`config.mk`:
```
export PLATFORM = sky130hd
export DESIGN_NAME = lhp_host_port
export DESIGN_NICKNAME = d
export VERILOG_FILES = /design/src/lhp_pkg.sv /design/src/lhp_host_port.sv
export VERILOG_INCLUDE_DIRS = /design/src
export SDC_FILE = /design/constraint.sdc
export NUM_CORES = 1
export LEC_CHECK = 0
export ABC_CLOCK_PERIOD_IN_PS = 4820
export BUFFER_PORTS_ARGS = -buffer_cell sky130_fd_sc_hd__buf_2
export CORE_MARGIN = 5
export CORE_UTILIZATION = 49
export DETAILED_ROUTE_END_ITERATION = 12
export GPL_TIMING_DRIVEN = 0
export PLACE_DENSITY = 0.7
export RECOVER_POWER = 50
export SYNTH_ARGS = -nofsm -noshare
export SYNTH_HDL_FRONTEND = slang
export SYNTH_SLANG_ARGS = --single-unit
```
`constraint.sdc`:
```
create_clock -name clk -period 4.82 [get_ports clk]
set_clock_uncertainty 0.05 [all_clocks]
set_input_delay 0.723 -clock clk [delete_from_list [all_inputs] [get_ports clk]]
set_output_delay 0.723 -clock clk [all_outputs]
set_load 0.01 [all_outputs]
```
`src/lhp_regs.svh`:
```
`ifndef LHP_REGS_SVH
`define LHP_REGS_SVH
// ==========================================
// Register offsets
`define LHP_ADDR_CFG      8'h02
`define LHP_ADDR_MASK_LO  8'h14
`define LHP_ADDR_MASK_HI  8'h15
`define LHP_ADDR_STAT_LO  8'h19
`define LHP_ADDR_STAT_HI  8'h1a
// ==========================================
// Reset values and fields
`define LHP_RST_CFG       8'h00
`define LHP_RST_MASK      8'hff
`define LHP_IRQ_STYLE_MSB 1
`define LHP_IRQ_STYLE_LSB 0
`define LHP_SER_RW_BIT    7
`define LHP_SER_CMD_BITS  5'd8
`define LHP_SER_FRAME     5'd16
// ==========================================
// Timing
`define LHP_CLK_NS        10
`define LHP_ACK_NS        30
`define LHP_ACK_CYC       (((`LHP_ACK_NS) + (`LHP_CLK_NS) - 1) / (`LHP_CLK_NS))
`endif

```
`src/lhp_pkg.sv`:
```
`default_nettype none
package lhp_pkg;
  typedef enum logic [1:0] {
    LHP_HW     = 2'b00,
    LHP_SERIAL = 2'b01,
    LHP_MOTO   = 2'b10,
    LHP_STRB   = 2'b11
  } lhp_bus_mode_t;

  typedef enum logic [1:0] {
    LHP_PP_HIGH = 2'b00,
    LHP_PP_LOW  = 2'b01,
    LHP_OD_LOW  = 2'b10
  } lhp_irq_style_t;

  typedef struct packed {
    logic       cs_n;
    logic       sclk;
    logic       sin;
    logic       oes;
    logic       ale;
    logic       as;
    logic       wr_n;
    logic       rd_n;
    logic       dstb_n;
    logic       rw;
    logic [7:0] ad;
    logic [1:0] mode;
  } lhp_pins_t;

  typedef struct packed {
    logic [7:0] cfg;
    logic [7:0] msk0;
    logic [7:0] msk1;
    logic [4:0] scnt;
    logic [7:0] cmd;
    logic [7:0] wdat;
    logic [7:0] sout;
    logic       sstart;
    logic [7:0] paddr;
    logic [7:0] pdat;
    logic [3:0] pcnt;
    logic       irq_q;
    logic       irq_oe;
  } lhp_state_t;
endpackage
`default_nettype wire

```
`src/lhp_host_port.sv`:
```
`timescale 1ns/1ps
`include "lhp_regs.svh"
`default_nettype none
module lhp_host_port
  import lhp_pkg::*;
(
  // Clock and reset
  input  wire logic        clk,
  input  wire logic        rst,
  // Host pins
  input  wire logic        host_sel_n,
  input  wire logic [1:0]  bus_mode,
  input  wire logic        shift_clk,
  input  wire logic        serial_in,
  input  wire logic        output_edge_select,
  input  wire logic        addr_latch_en,
  input  wire logic        moto_addr_strobe,
  input  wire logic        wr_n,
  input  wire logic        rd_n,
  input  wire logic        moto_data_strobe_n,
  input  wire logic        rw_sel,
  input  wire logic [7:0]  ad_in,
  output logic      [7:0]  ad_out,
  output logic             ad_oe,
  output logic             serial_out,
  output logic             serial_out_oe,
  output logic             ack_n,
  output logic             ack_oe,
  output logic             rdy,
  output logic             rdy_oe,
  output logic             irq_out,
  output logic             irq_oe,
  // Core side
  input  wire logic [15:0] irq_src,
  output logic      [7:0]  global_config,
  output logic      [15:0] interrupt_mask
);
  localparam logic [3:0] ACK_CYC = 4'(`LHP_ACK_CYC);

  // ==========================================
  // Pin synchroniser
  lhp_pins_t raw, meta, p, q;
  assign raw = '{cs_n: host_sel_n, sclk: shift_clk, sin: serial_in,
                 oes: output_edge_select, ale: addr_latch_en,
                 as: moto_addr_strobe, wr_n: wr_n, rd_n: rd_n,
                 dstb_n: moto_data_strobe_n, rw: rw_sel, ad: ad_in,
                 mode: bus_mode};

  always_ff @(posedge clk or posedge rst) begin
    if (rst) begin
      meta <= '{cs_n: 1'b1, wr_n: 1'b1, rd_n: 1'b1, dstb_n: 1'b1, default: '0};
      p    <= '{cs_n: 1'b1, wr_n: 1'b1, rd_n: 1'b1, dstb_n: 1'b1, default: '0};
      q    <= '{cs_n: 1'b1, wr_n: 1'b1, rd_n: 1'b1, dstb_n: 1'b1, default: '0};
    end else begin
      meta <= raw;
      p    <= meta;
      q    <= p;
    end
  end

  // ==========================================
  // Register read decode
  function automatic logic [7:0] lhp_read(input logic [7:0] a, input lhp_state_t s,
                                          input logic [15:0] stat);
    case (a)
      `LHP_ADDR_CFG:     lhp_read = s.cfg;
      `LHP_ADDR_MASK_LO: lhp_read = s.msk0;
      `LHP_ADDR_MASK_HI: lhp_read = s.msk1;
      `LHP_ADDR_STAT_LO: lhp_read = stat[7:0];
      `LHP_ADDR_STAT_HI: lhp_read = stat[15:8];
      default:           lhp_read = 8'h00;
    endcase
  endfunction

  // ==========================================
  // Port state
  lhp_state_t st, next_st;
  logic       ser_act, spair, moto, sclk_rise, sclk_fall;
  logic       strobe, rd_act, wen, irq_act;
  logic [7:0] waddr, wdata;
  logic [1:0] style;

  assign ser_act   = (p.mode == LHP_SERIAL) && !p.cs_n;
  assign spair     = (p.mode == LHP_STRB) && !p.cs_n;
  assign moto      = (p.mode == LHP_MOTO) && !p.cs_n;
  assign sclk_rise = p.sclk && !q.sclk;
  assign sclk_fall = !p.sclk && q.sclk;
  assign strobe    = (spair && (!p.rd_n || !p.wr_n)) || (moto && !p.dstb_n);
  assign rd_act    = (spair && !p.rd_n) || (moto && !p.dstb_n && p.rw);
  assign irq_act   = |(irq_src & ~{st.msk1, st.msk0});
  assign style     = st.cfg[`LHP_IRQ_STYLE_MSB:`LHP_IRQ_STYLE_LSB];

  always_comb begin
    next_st = st;
    wen     = 1'b0;
    waddr   = 8'h00;
    wdata   = 8'h00;
    // Serial access
    if (!ser_act) begin
      next_st.scnt   = 5'd0;
      next_st.sstart = 1'b0;
    end else begin
      if (sclk_rise && st.scnt < `LHP_SER_FRAME) begin
        next_st.scnt = st.scnt + 5'd1;
        if (st.scnt < `LHP_SER_CMD_BITS) begin
          next_st.cmd = {st.cmd[6:0], p.sin};
        end else if (!st.cmd[`LHP_SER_RW_BIT]) begin
          next_st.wdat = {st.wdat[6:0], p.sin};
          if (st.scnt == `LHP_SER_FRAME - 5'd1) begin
            wen   = 1'b1;
            waddr = {1'b0, st.cmd[6:0]};
            wdata = {st.wdat[6:0], p.sin};
          end
        end else if (!p.oes) begin
          next_st.sout = {st.sout[6:0], 1'b0};
        end
        if (st.scnt == `LHP_SER_CMD_BITS - 5'd1 && st.cmd[6]) begin
          next_st.sout   = lhp_read({1'b0, st.cmd[5:0], p.sin}, st, irq_src);
          next_st.sstart = !p.oes;
        end
      end
      if (sclk_fall && p.oes && st.cmd[`LHP_SER_RW_BIT] && st.scnt >= `LHP_SER_CMD_BITS) begin
        if (st.sstart) begin
          next_st.sout = {st.sout[6:0], 1'b0};
        end else begin
          next_st.sstart = 1'b1;
        end
      end
    end
    // Parallel access
    if (spair && !p.ale && q.ale) begin
      next_st.paddr = p.ad;
    end
    if (moto && !p.as && q.as) begin
      next_st.paddr = p.ad;
    end
    if (!strobe) begin
      next_st.pcnt = 4'd0;
    end else if (st.pcnt != ACK_CYC) begin
      next_st.pcnt = st.pcnt + 4'd1;
    end
    if (rd_act) begin
      next_st.pdat = lhp_read(st.paddr, st, irq_src);
    end
    if ((spair && p.wr_n && !q.wr_n) || (moto && p.dstb_n && !q.dstb_n && !p.rw)) begin
      wen   = 1'b1;
      waddr = st.paddr;
      wdata = p.ad;
    end
    // Register writes
    if (wen) begin
      case (waddr)
        `LHP_ADDR_CFG:     next_st.cfg  = wdata;
        `LHP_ADDR_MASK_LO: next_st.msk0 = wdata;
        `LHP_ADDR_MASK_HI: next_st.msk1 = wdata;
        default:           next_st.cfg  = st.cfg;
      endcase
    end
    // Interrupt pin style
    case (style)
      LHP_PP_HIGH: begin
        next_st.irq_q  = irq_act;
        next_st.irq_oe = 1'b1;
      end
      LHP_PP_LOW: begin
        next_st.irq_q  = !irq_act;
        next_st.irq_oe = 1'b1;
      end
      default: begin
        next_st.irq_q  = 1'b0;
        next_st.irq_oe = irq_act;
      end
    endcase
  end

  always_ff @(posedge clk or posedge rst) begin
    if (rst) begin
      st      <= '0;
      st.cfg  <= `LHP_RST_CFG;
      st.msk0 <= `LHP_RST_MASK;
      st.msk1 <= `LHP_RST_MASK;
    end else begin
      st <= next_st;
    end
  end

  // ==========================================
  // Outputs
  assign ad_out         = st.pdat;
  assign ad_oe          = rd_act;
  assign serial_out     = st.sout[7];
  assign serial_out_oe  = ser_act && st.sstart;
  assign ack_n          = !(moto && !p.dstb_n && st.pcnt == ACK_CYC);
  assign ack_oe         = moto;
  assign rdy            = !(spair && strobe && st.pcnt != ACK_CYC);
  assign rdy_oe         = spair;
  assign irq_out        = st.irq_q;
  assign irq_oe         = st.irq_oe;
  assign global_config  = st.cfg;
  assign interrupt_mask = {st.msk1, st.msk0};

  // ==========================================
  // Assertions
  a_idle_released: assert property (@(posedge clk) disable iff (rst)
    p.cs_n |-> !ad_oe && !serial_out_oe && !ack_oe && !rdy_oe)
    else $error("pins driven while deselected");
  a_ser_abort: assert property (@(posedge clk) disable iff (rst)
    (p.cs_n && !q.cs_n) |=> st.scnt == 5'd0 && !st.sstart)
    else $error("serial state not cleared on deselect");
  a_sin_sample: assert property (@(posedge clk) disable iff (rst)
    ser_act && sclk_rise && st.scnt < `LHP_SER_CMD_BITS |=> st.cmd[0] == $past(p.sin))
    else $error("serial input not sampled");
  a_sout_edge: assert property (@(posedge clk) disable iff (rst)
    ser_act && st.sstart && st.scnt >= `LHP_SER_CMD_BITS && st.scnt < `LHP_SER_FRAME
      && st.cmd[`LHP_SER_RW_BIT] && ((p.oes && sclk_fall) || (!p.oes && sclk_rise))
    |=> st.sout == {$past(st.sout[6:0]), 1'b0})
    else $error("serial output shifted on wrong edge");
  a_ale_addr: assert property (@(posedge clk) disable iff (rst)
    spair && $fell(p.ale) |=> st.paddr == $past(p.ad))
    else $error("address not latched on latch enable");
  a_as_addr: assert property (@(posedge clk) disable iff (rst)
    moto && $fell(p.as) |=> st.paddr == $past(p.ad))
    else $error("address not latched on address strobe");
  a_spair_write: assert property (@(posedge clk) disable iff (rst)
    spair && $rose(p.wr_n) && st.paddr == `LHP_ADDR_CFG |=> st.cfg == $past(p.ad))
    else $error("write data not captured");
  a_moto_ack: assert property (@(posedge clk) disable iff (rst)
    (moto && !p.dstb_n)[*4] |-> !ack_n)
    else $error("acknowledge missing");
  a_rdy_busy: assert property (@(posedge clk) disable iff (rst)
    spair && $fell(p.rd_n) |-> !rdy ##1 !rdy)
    else $error("ready not low during access");
  a_bus_drive: assert property (@(posedge clk) disable iff (rst)
    ad_oe |-> !p.cs_n && (p.mode == LHP_MOTO ? p.rw && !p.dstb_n
                                             : p.mode == LHP_STRB && !p.rd_n))
    else $error("bus driven outside read strobe");
  a_irq_style: assert property (@(posedge clk) disable iff (rst)
    style == 2'b00 |=> irq_out == $past(irq_act) && irq_oe)
    else $error("interrupt output wrong");
endmodule
`default_nettype wire

```
# Yosys cells after proc, flatten, opt, wreduce, memory -nomap -nowiden
# Cells that the tools add are included.
# W data, S select, Z words.
totals:
  wordCells: 165
  in_bits: 38
  ff_bits: 121
op_classes:
  add_sub_neg: 2
  n_mux: 37
  order_cmp: 3
  eq_ne: 23
  n_bitwise: 4
  reduce_logical: 54
op_table:
  columns: ["cell", "n"]
  rows:
  - ["$mux W8", 14]
  - ["$pmux W8 S5", 2]
  - ["$eq A8 B5 Y1 const B", 6]
  - ["$mux W7", 5]
  - ["$mux W30", 1]
  - ["$eq A7 B5 Y1 const B", 4]
  - ["$logic_and A1 B1 Y1", 27]
  - ["$mux W9", 2]
  - ["$and A16 B16 Y16", 1]
  - ["$eq A8 B2 Y1 const B", 2]
  - ["$mux W16", 1]
  - ["$not A16 Y16", 1]
  - ["$reduce_or A16 Y1", 1]
  - ["$logic_not A1 Y1", 15]
  - ["$mux W1", 8]
  - ["$mux W4", 2]
  - ["$eq A7 B2 Y1 const B", 1]
  - ["$reduce_and A2 Y1", 3]
  - ["$add A5 B1 Y5 const B", 1]
  - ["$eq A5 B3 Y1 const B", 1]
  - ["$eq A5 B4 Y1 const B", 1]
  - ["$ge A5 B4 Y1 const B", 1]
  - ["$lt A5 B4 Y1 const B", 1]
  - ["$lt A5 B5 Y1 const B", 1]
  - ["other kinds (14)", 21]

# Longest topological paths before layout
logic_depth:
  depth_word: 9
  mapped_depth: 10

# Worst setup path before layout
# No wires, ideal clock.
synth_timing:
  path_type: "flip-flop to flip-flop"
  start: "register p[11] (netlist bit)"
  end: "register st, in the netlist global_config[0]"
  arrival_ns: 2.417
  t_required_ns: 4.645
  path_stages_with_launch: 7
  path_slack_ns: 2.228
  setup_ns: 0.125
  path_cell_list: "dfstp_2 -> or4b_1 -> a21oi_1 -> mux2_2 -> a2111o_1 -> buf_6 -> mux2_4"
synth_via:
  elab_chain_cells: 7
synth_lines:
  columns: ["element", "line", "source"]
  rows:
  - ["from (decl)", "lhp_host_port.sv:42", "lhp_pins_t raw, meta, p, q;"]
  - ["from (signal assigned)", "lhp_host_port.sv:56", "p <= meta;"]
  - ["$logic_and A1 B1 Y1 (*) (3 in series)", "lhp_host_port.sv:145", "if ((spair && p.wr_n && !q.wr_n) || (moto && p.dstb_n && !q.dstb_n && !p.rw)) begin"]
  - ["$logic_or A1 B1 Y1 (*)", "lhp_host_port.sv:145", null]
  - ["$mux W8", "lhp_host_port.sv:145", null]
  - ["$eq A8 B2 Y1", "lhp_host_port.sv:152", "case (waddr)"]
  - ["$reduce_and A2 Y1 (no line)", null, null]
  - ["to (signal assigned)", "lhp_host_port.sv:183", "st <= next_st;"]
  - ["to (decl)", "lhp_host_port.sv:77", "lhp_state_t st, next_st;"]
# Every way passes the cells marked *; elsewhere a longest branch is shown, timed or not.
# A chain may end at the register's enable or synchronous reset.

==> run metrics <==
Remaining DRCs 0; most frequent cells in the layout 94 x dfrtp_1, 81 x buf_2, 37 x mux2_2, 33 x buf_4, 24 x dfstp_2; overflow left after global routing 0; Post-CTS Setup Inserts 0; Total Wirelength 13800 um; Final min period 3.23 ns; Reg power frac 42.4%; synthesized instance count 475; status complete, but fails checks; HP Class register to register; Combinational Power Share 7.7%; register bit total from synthesis 120; reg-to-reg startpoint p[11]$_DFF_PP1_; 1st-iter DRT viols 249; PD cells 375 nW/um2; Avg WL per Cell 18.9 um; largest net degree at the start of global routing 77; EDFF count, synth 0; LEAKAGE 0.00309 uW; Critical Path Sink Type asynchronous set/reset pin; area of the core 11400 um2; Die W 118 um; Final nets 614; H-tree depth 4; worst setup path start rst; Final Hold Viols 0; RSZ-0062 raised after global routing false; critical path launch point type primary input; ANT cells 0; multiplexer share of the synthesized area 11.0%; simple-gate share of the synthesized area 12.9%; GP Congestion 0.913; register area share after synthesis 53.2%; top cells by area, synth dfrtp_1 41%, dfstp_2 12%, mux2_2 7.3%; worst hold margin 0.292 ns; relative slew slack -25.5%; CTS tree done; dpl cell area 6300 um2; die area 13900 um2; synthesized cell area 5710 um2; first-pass GRT wire length 22400 um; Synth top area share 41.2%; Post-Syn Area per Cell 12.0 um2; count of cell types in the netlist 62; initial core utilization 50.0%; critical path arrival 3.37 ns; clock sinks 120; maximum VDD drop 0.341 mV; CTS Hold Buffers Added 0; vias in the first global route 4260; Max-Cap Viols 2; Crit Path Class primary input to asynchronous set/reset pin; critical path fanouts, max 76; share of cells above drive strength 1 39.6%; antenna violations before repair 0; design area 6890 um2; CTS max path bufs 2; DRT Pass-1 Iters 7; Post-DRT Antenna Nets 0; Compound-Gate Fraction of Synth Area 14.5%; Global Route Usage Sum 20.4%; Clock power frac 49.9%; largest family of logic cells by synthesized area compound AO/OA/AOI/OAI gates; failing checks capacitance limit, slew limit; WP data required 4.96 ns; fmax 309 MHz; Synth Area in XOR/XNOR 1.07%; fin crit share 67.0%; area grow syn2layout 20.8%; PostCTS Resize Cnt 0; worst slew pin tran 1.87 ns; Net Count, Synth 516; dominant synthesized flop cell dfrtp_1; Async SR Flop Fraction 100%; P_sw 622 uW; Clock Latency Late Sink 0.42 ns; Adder-Cell Fraction of Synth Area 0.658%; port buffer count 78; Final setup viols 0; fin. max-slew vios 123; leading area contributor after synthesis dfrtp_1; via count 4288; io pins 79; Worst Min Path Start meta[4]$_DFF_PP0_; Syn. warnings 0; sw frac 24.1%; DR vias/cell 5.88; die height 118 um; most common cell after layout, fill and taps aside dfrtp_1; root buf cell clkbuf_16; post-DP HPWL 9960 um; internal power 1960 uW; cts bufs inserted 17; clock-pin slew on the worst setup and hold paths 0.06 ns; row count 39
cells by family (layout without fill, tap and decap cells):
kind of cell / after synthesis / after routing
flip-flops: 120 / 120
AND/OR/NAND/NOR: 116 / 116
AO/OA/AOI/OAI: 110 / 110
buffers and inverters: 65 / 176
multiplexers: 54 / 54
XOR/XNOR: 7 / 7
adder cells (fa/ha/maj): 3 / 3
per-layer routing:
layer | track usage (%) | up-vias | wire (um)
met5 | 0 | - | 0
met3 | 5.62 | 29 | 936
li1 | - | 1957 | -
met2 | 31.8 | 156 | 6700
met1 | 26.9 | 2146 | 5820
met4 | 8.53 | 0 | 296
cell usage after synthesis, types with 3 or more instances:
| cell type | number |
|---|---|
| o2bb2ai_1 | 7 |
| inv_1 | 15 |
| dfrtp_1 | 94 |
| nor3_1 | 5 |
| and2_1 | 8 |
| nor3b_1 | 3 |
| nand3b_1 | 3 |
| buf_2 | 4 |
| o21ai_0 | 13 |
| a22o_1 | 17 |
| o2111ai_1 | 4 |
| o22ai_1 | 9 |
| xor2_1 | 4 |
| nand2_1 | 14 |
| nor2b_1 | 4 |
| clkbuf_1 | 11 |
| nor4_2 | 3 |
| ha_1 | 3 |
| a22oi_1 | 11 |
| mux2_2 | 37 |
| a21oi_1 | 12 |
| dfstp_2 | 26 |
| a222oi_1 | 8 |
| o211ai_1 | 3 |
| and3_1 | 6 |
| a221oi_1 | 7 |
| or3b_1 | 3 |
| mux2i_1 | 9 |
| nor2_1 | 15 |
| nor4_1 | 4 |
| mux2_4 | 8 |
| buf_4 | 33 |
| o311ai_0 | 5 |
| xnor2_1 | 3 |
| nand3_1 | 8 |
| nand2b_1 | 18 |
area by class of cell:
class	count	area, um2
repair buffers	79	394
flip-flops and latches	120	3040
inverters	15	57.6
plain buffers	50	324
well taps	143	179
multi-input cells	290	2290
fillers	959	4530
clock inverters	14	173
clock buffers	18	439
flip-flops by register name, summed over array words and instances, names as in the netlist:
register        count
irq_oe              1
q                   5
p                  20
global_config       8
meta               20
irq_out             1
st                 40
serial_out          1
interrupt_mask     16
ad_out              8
metrics by stage:
step | utilization (%) | std cells | setup TNS [ns] | setup WS [ns] | power, uW
global placement | 55.0 | 696 | -18.03 | -0.198 | 1300
CTS | 60.6 | 729 | 0 | 1.81 | 2610
global route | 60.4 | 729 | 0 | 0.849 | 2680
detailed placement | 55.2 | 697 | 0 | 1.94 | 1310
finish | 60.4 | 729 | 0 | 1.59 | 2580
floorplan | - | 475 | 0 | 0.904 | 1240
power by group through the flow:
stage	clock network (uW)	logic, uW	registers [uW]
after floorplan	0	136	1100
after global placement	0	193	1110
after detailed placement	0	200	1110
after CTS	1310	202	1100
after global routing	1370	217	1100
final	1290	199	1100
final timing paths:
path / endpoint / slack [ns] / depth (start not counted)
max in group clk: interrupt_mask[5]$_DFFE_PP1P_ / 1.83 / 5
max: meta[4]$_DFF_PP0_ / 1.59 / 3
max reg2reg: interrupt_mask[5]$_DFFE_PP1P_ / 1.83 / 5
min: p[4]$_DFF_PP0_ / 0.29 / 0
min reg2reg: p[4]$_DFF_PP0_ / 0.29 / 0
min in group asynchronous: st[5]$_DFFE_PP0P_ / 0.70 / 2
worst max-delay path: stages:
cell and delay (ns):
clkbuf_1 0.08, clkinvlp_2 1.07, clkbuf_2 1.45
(Power assumes the default switching activity.)
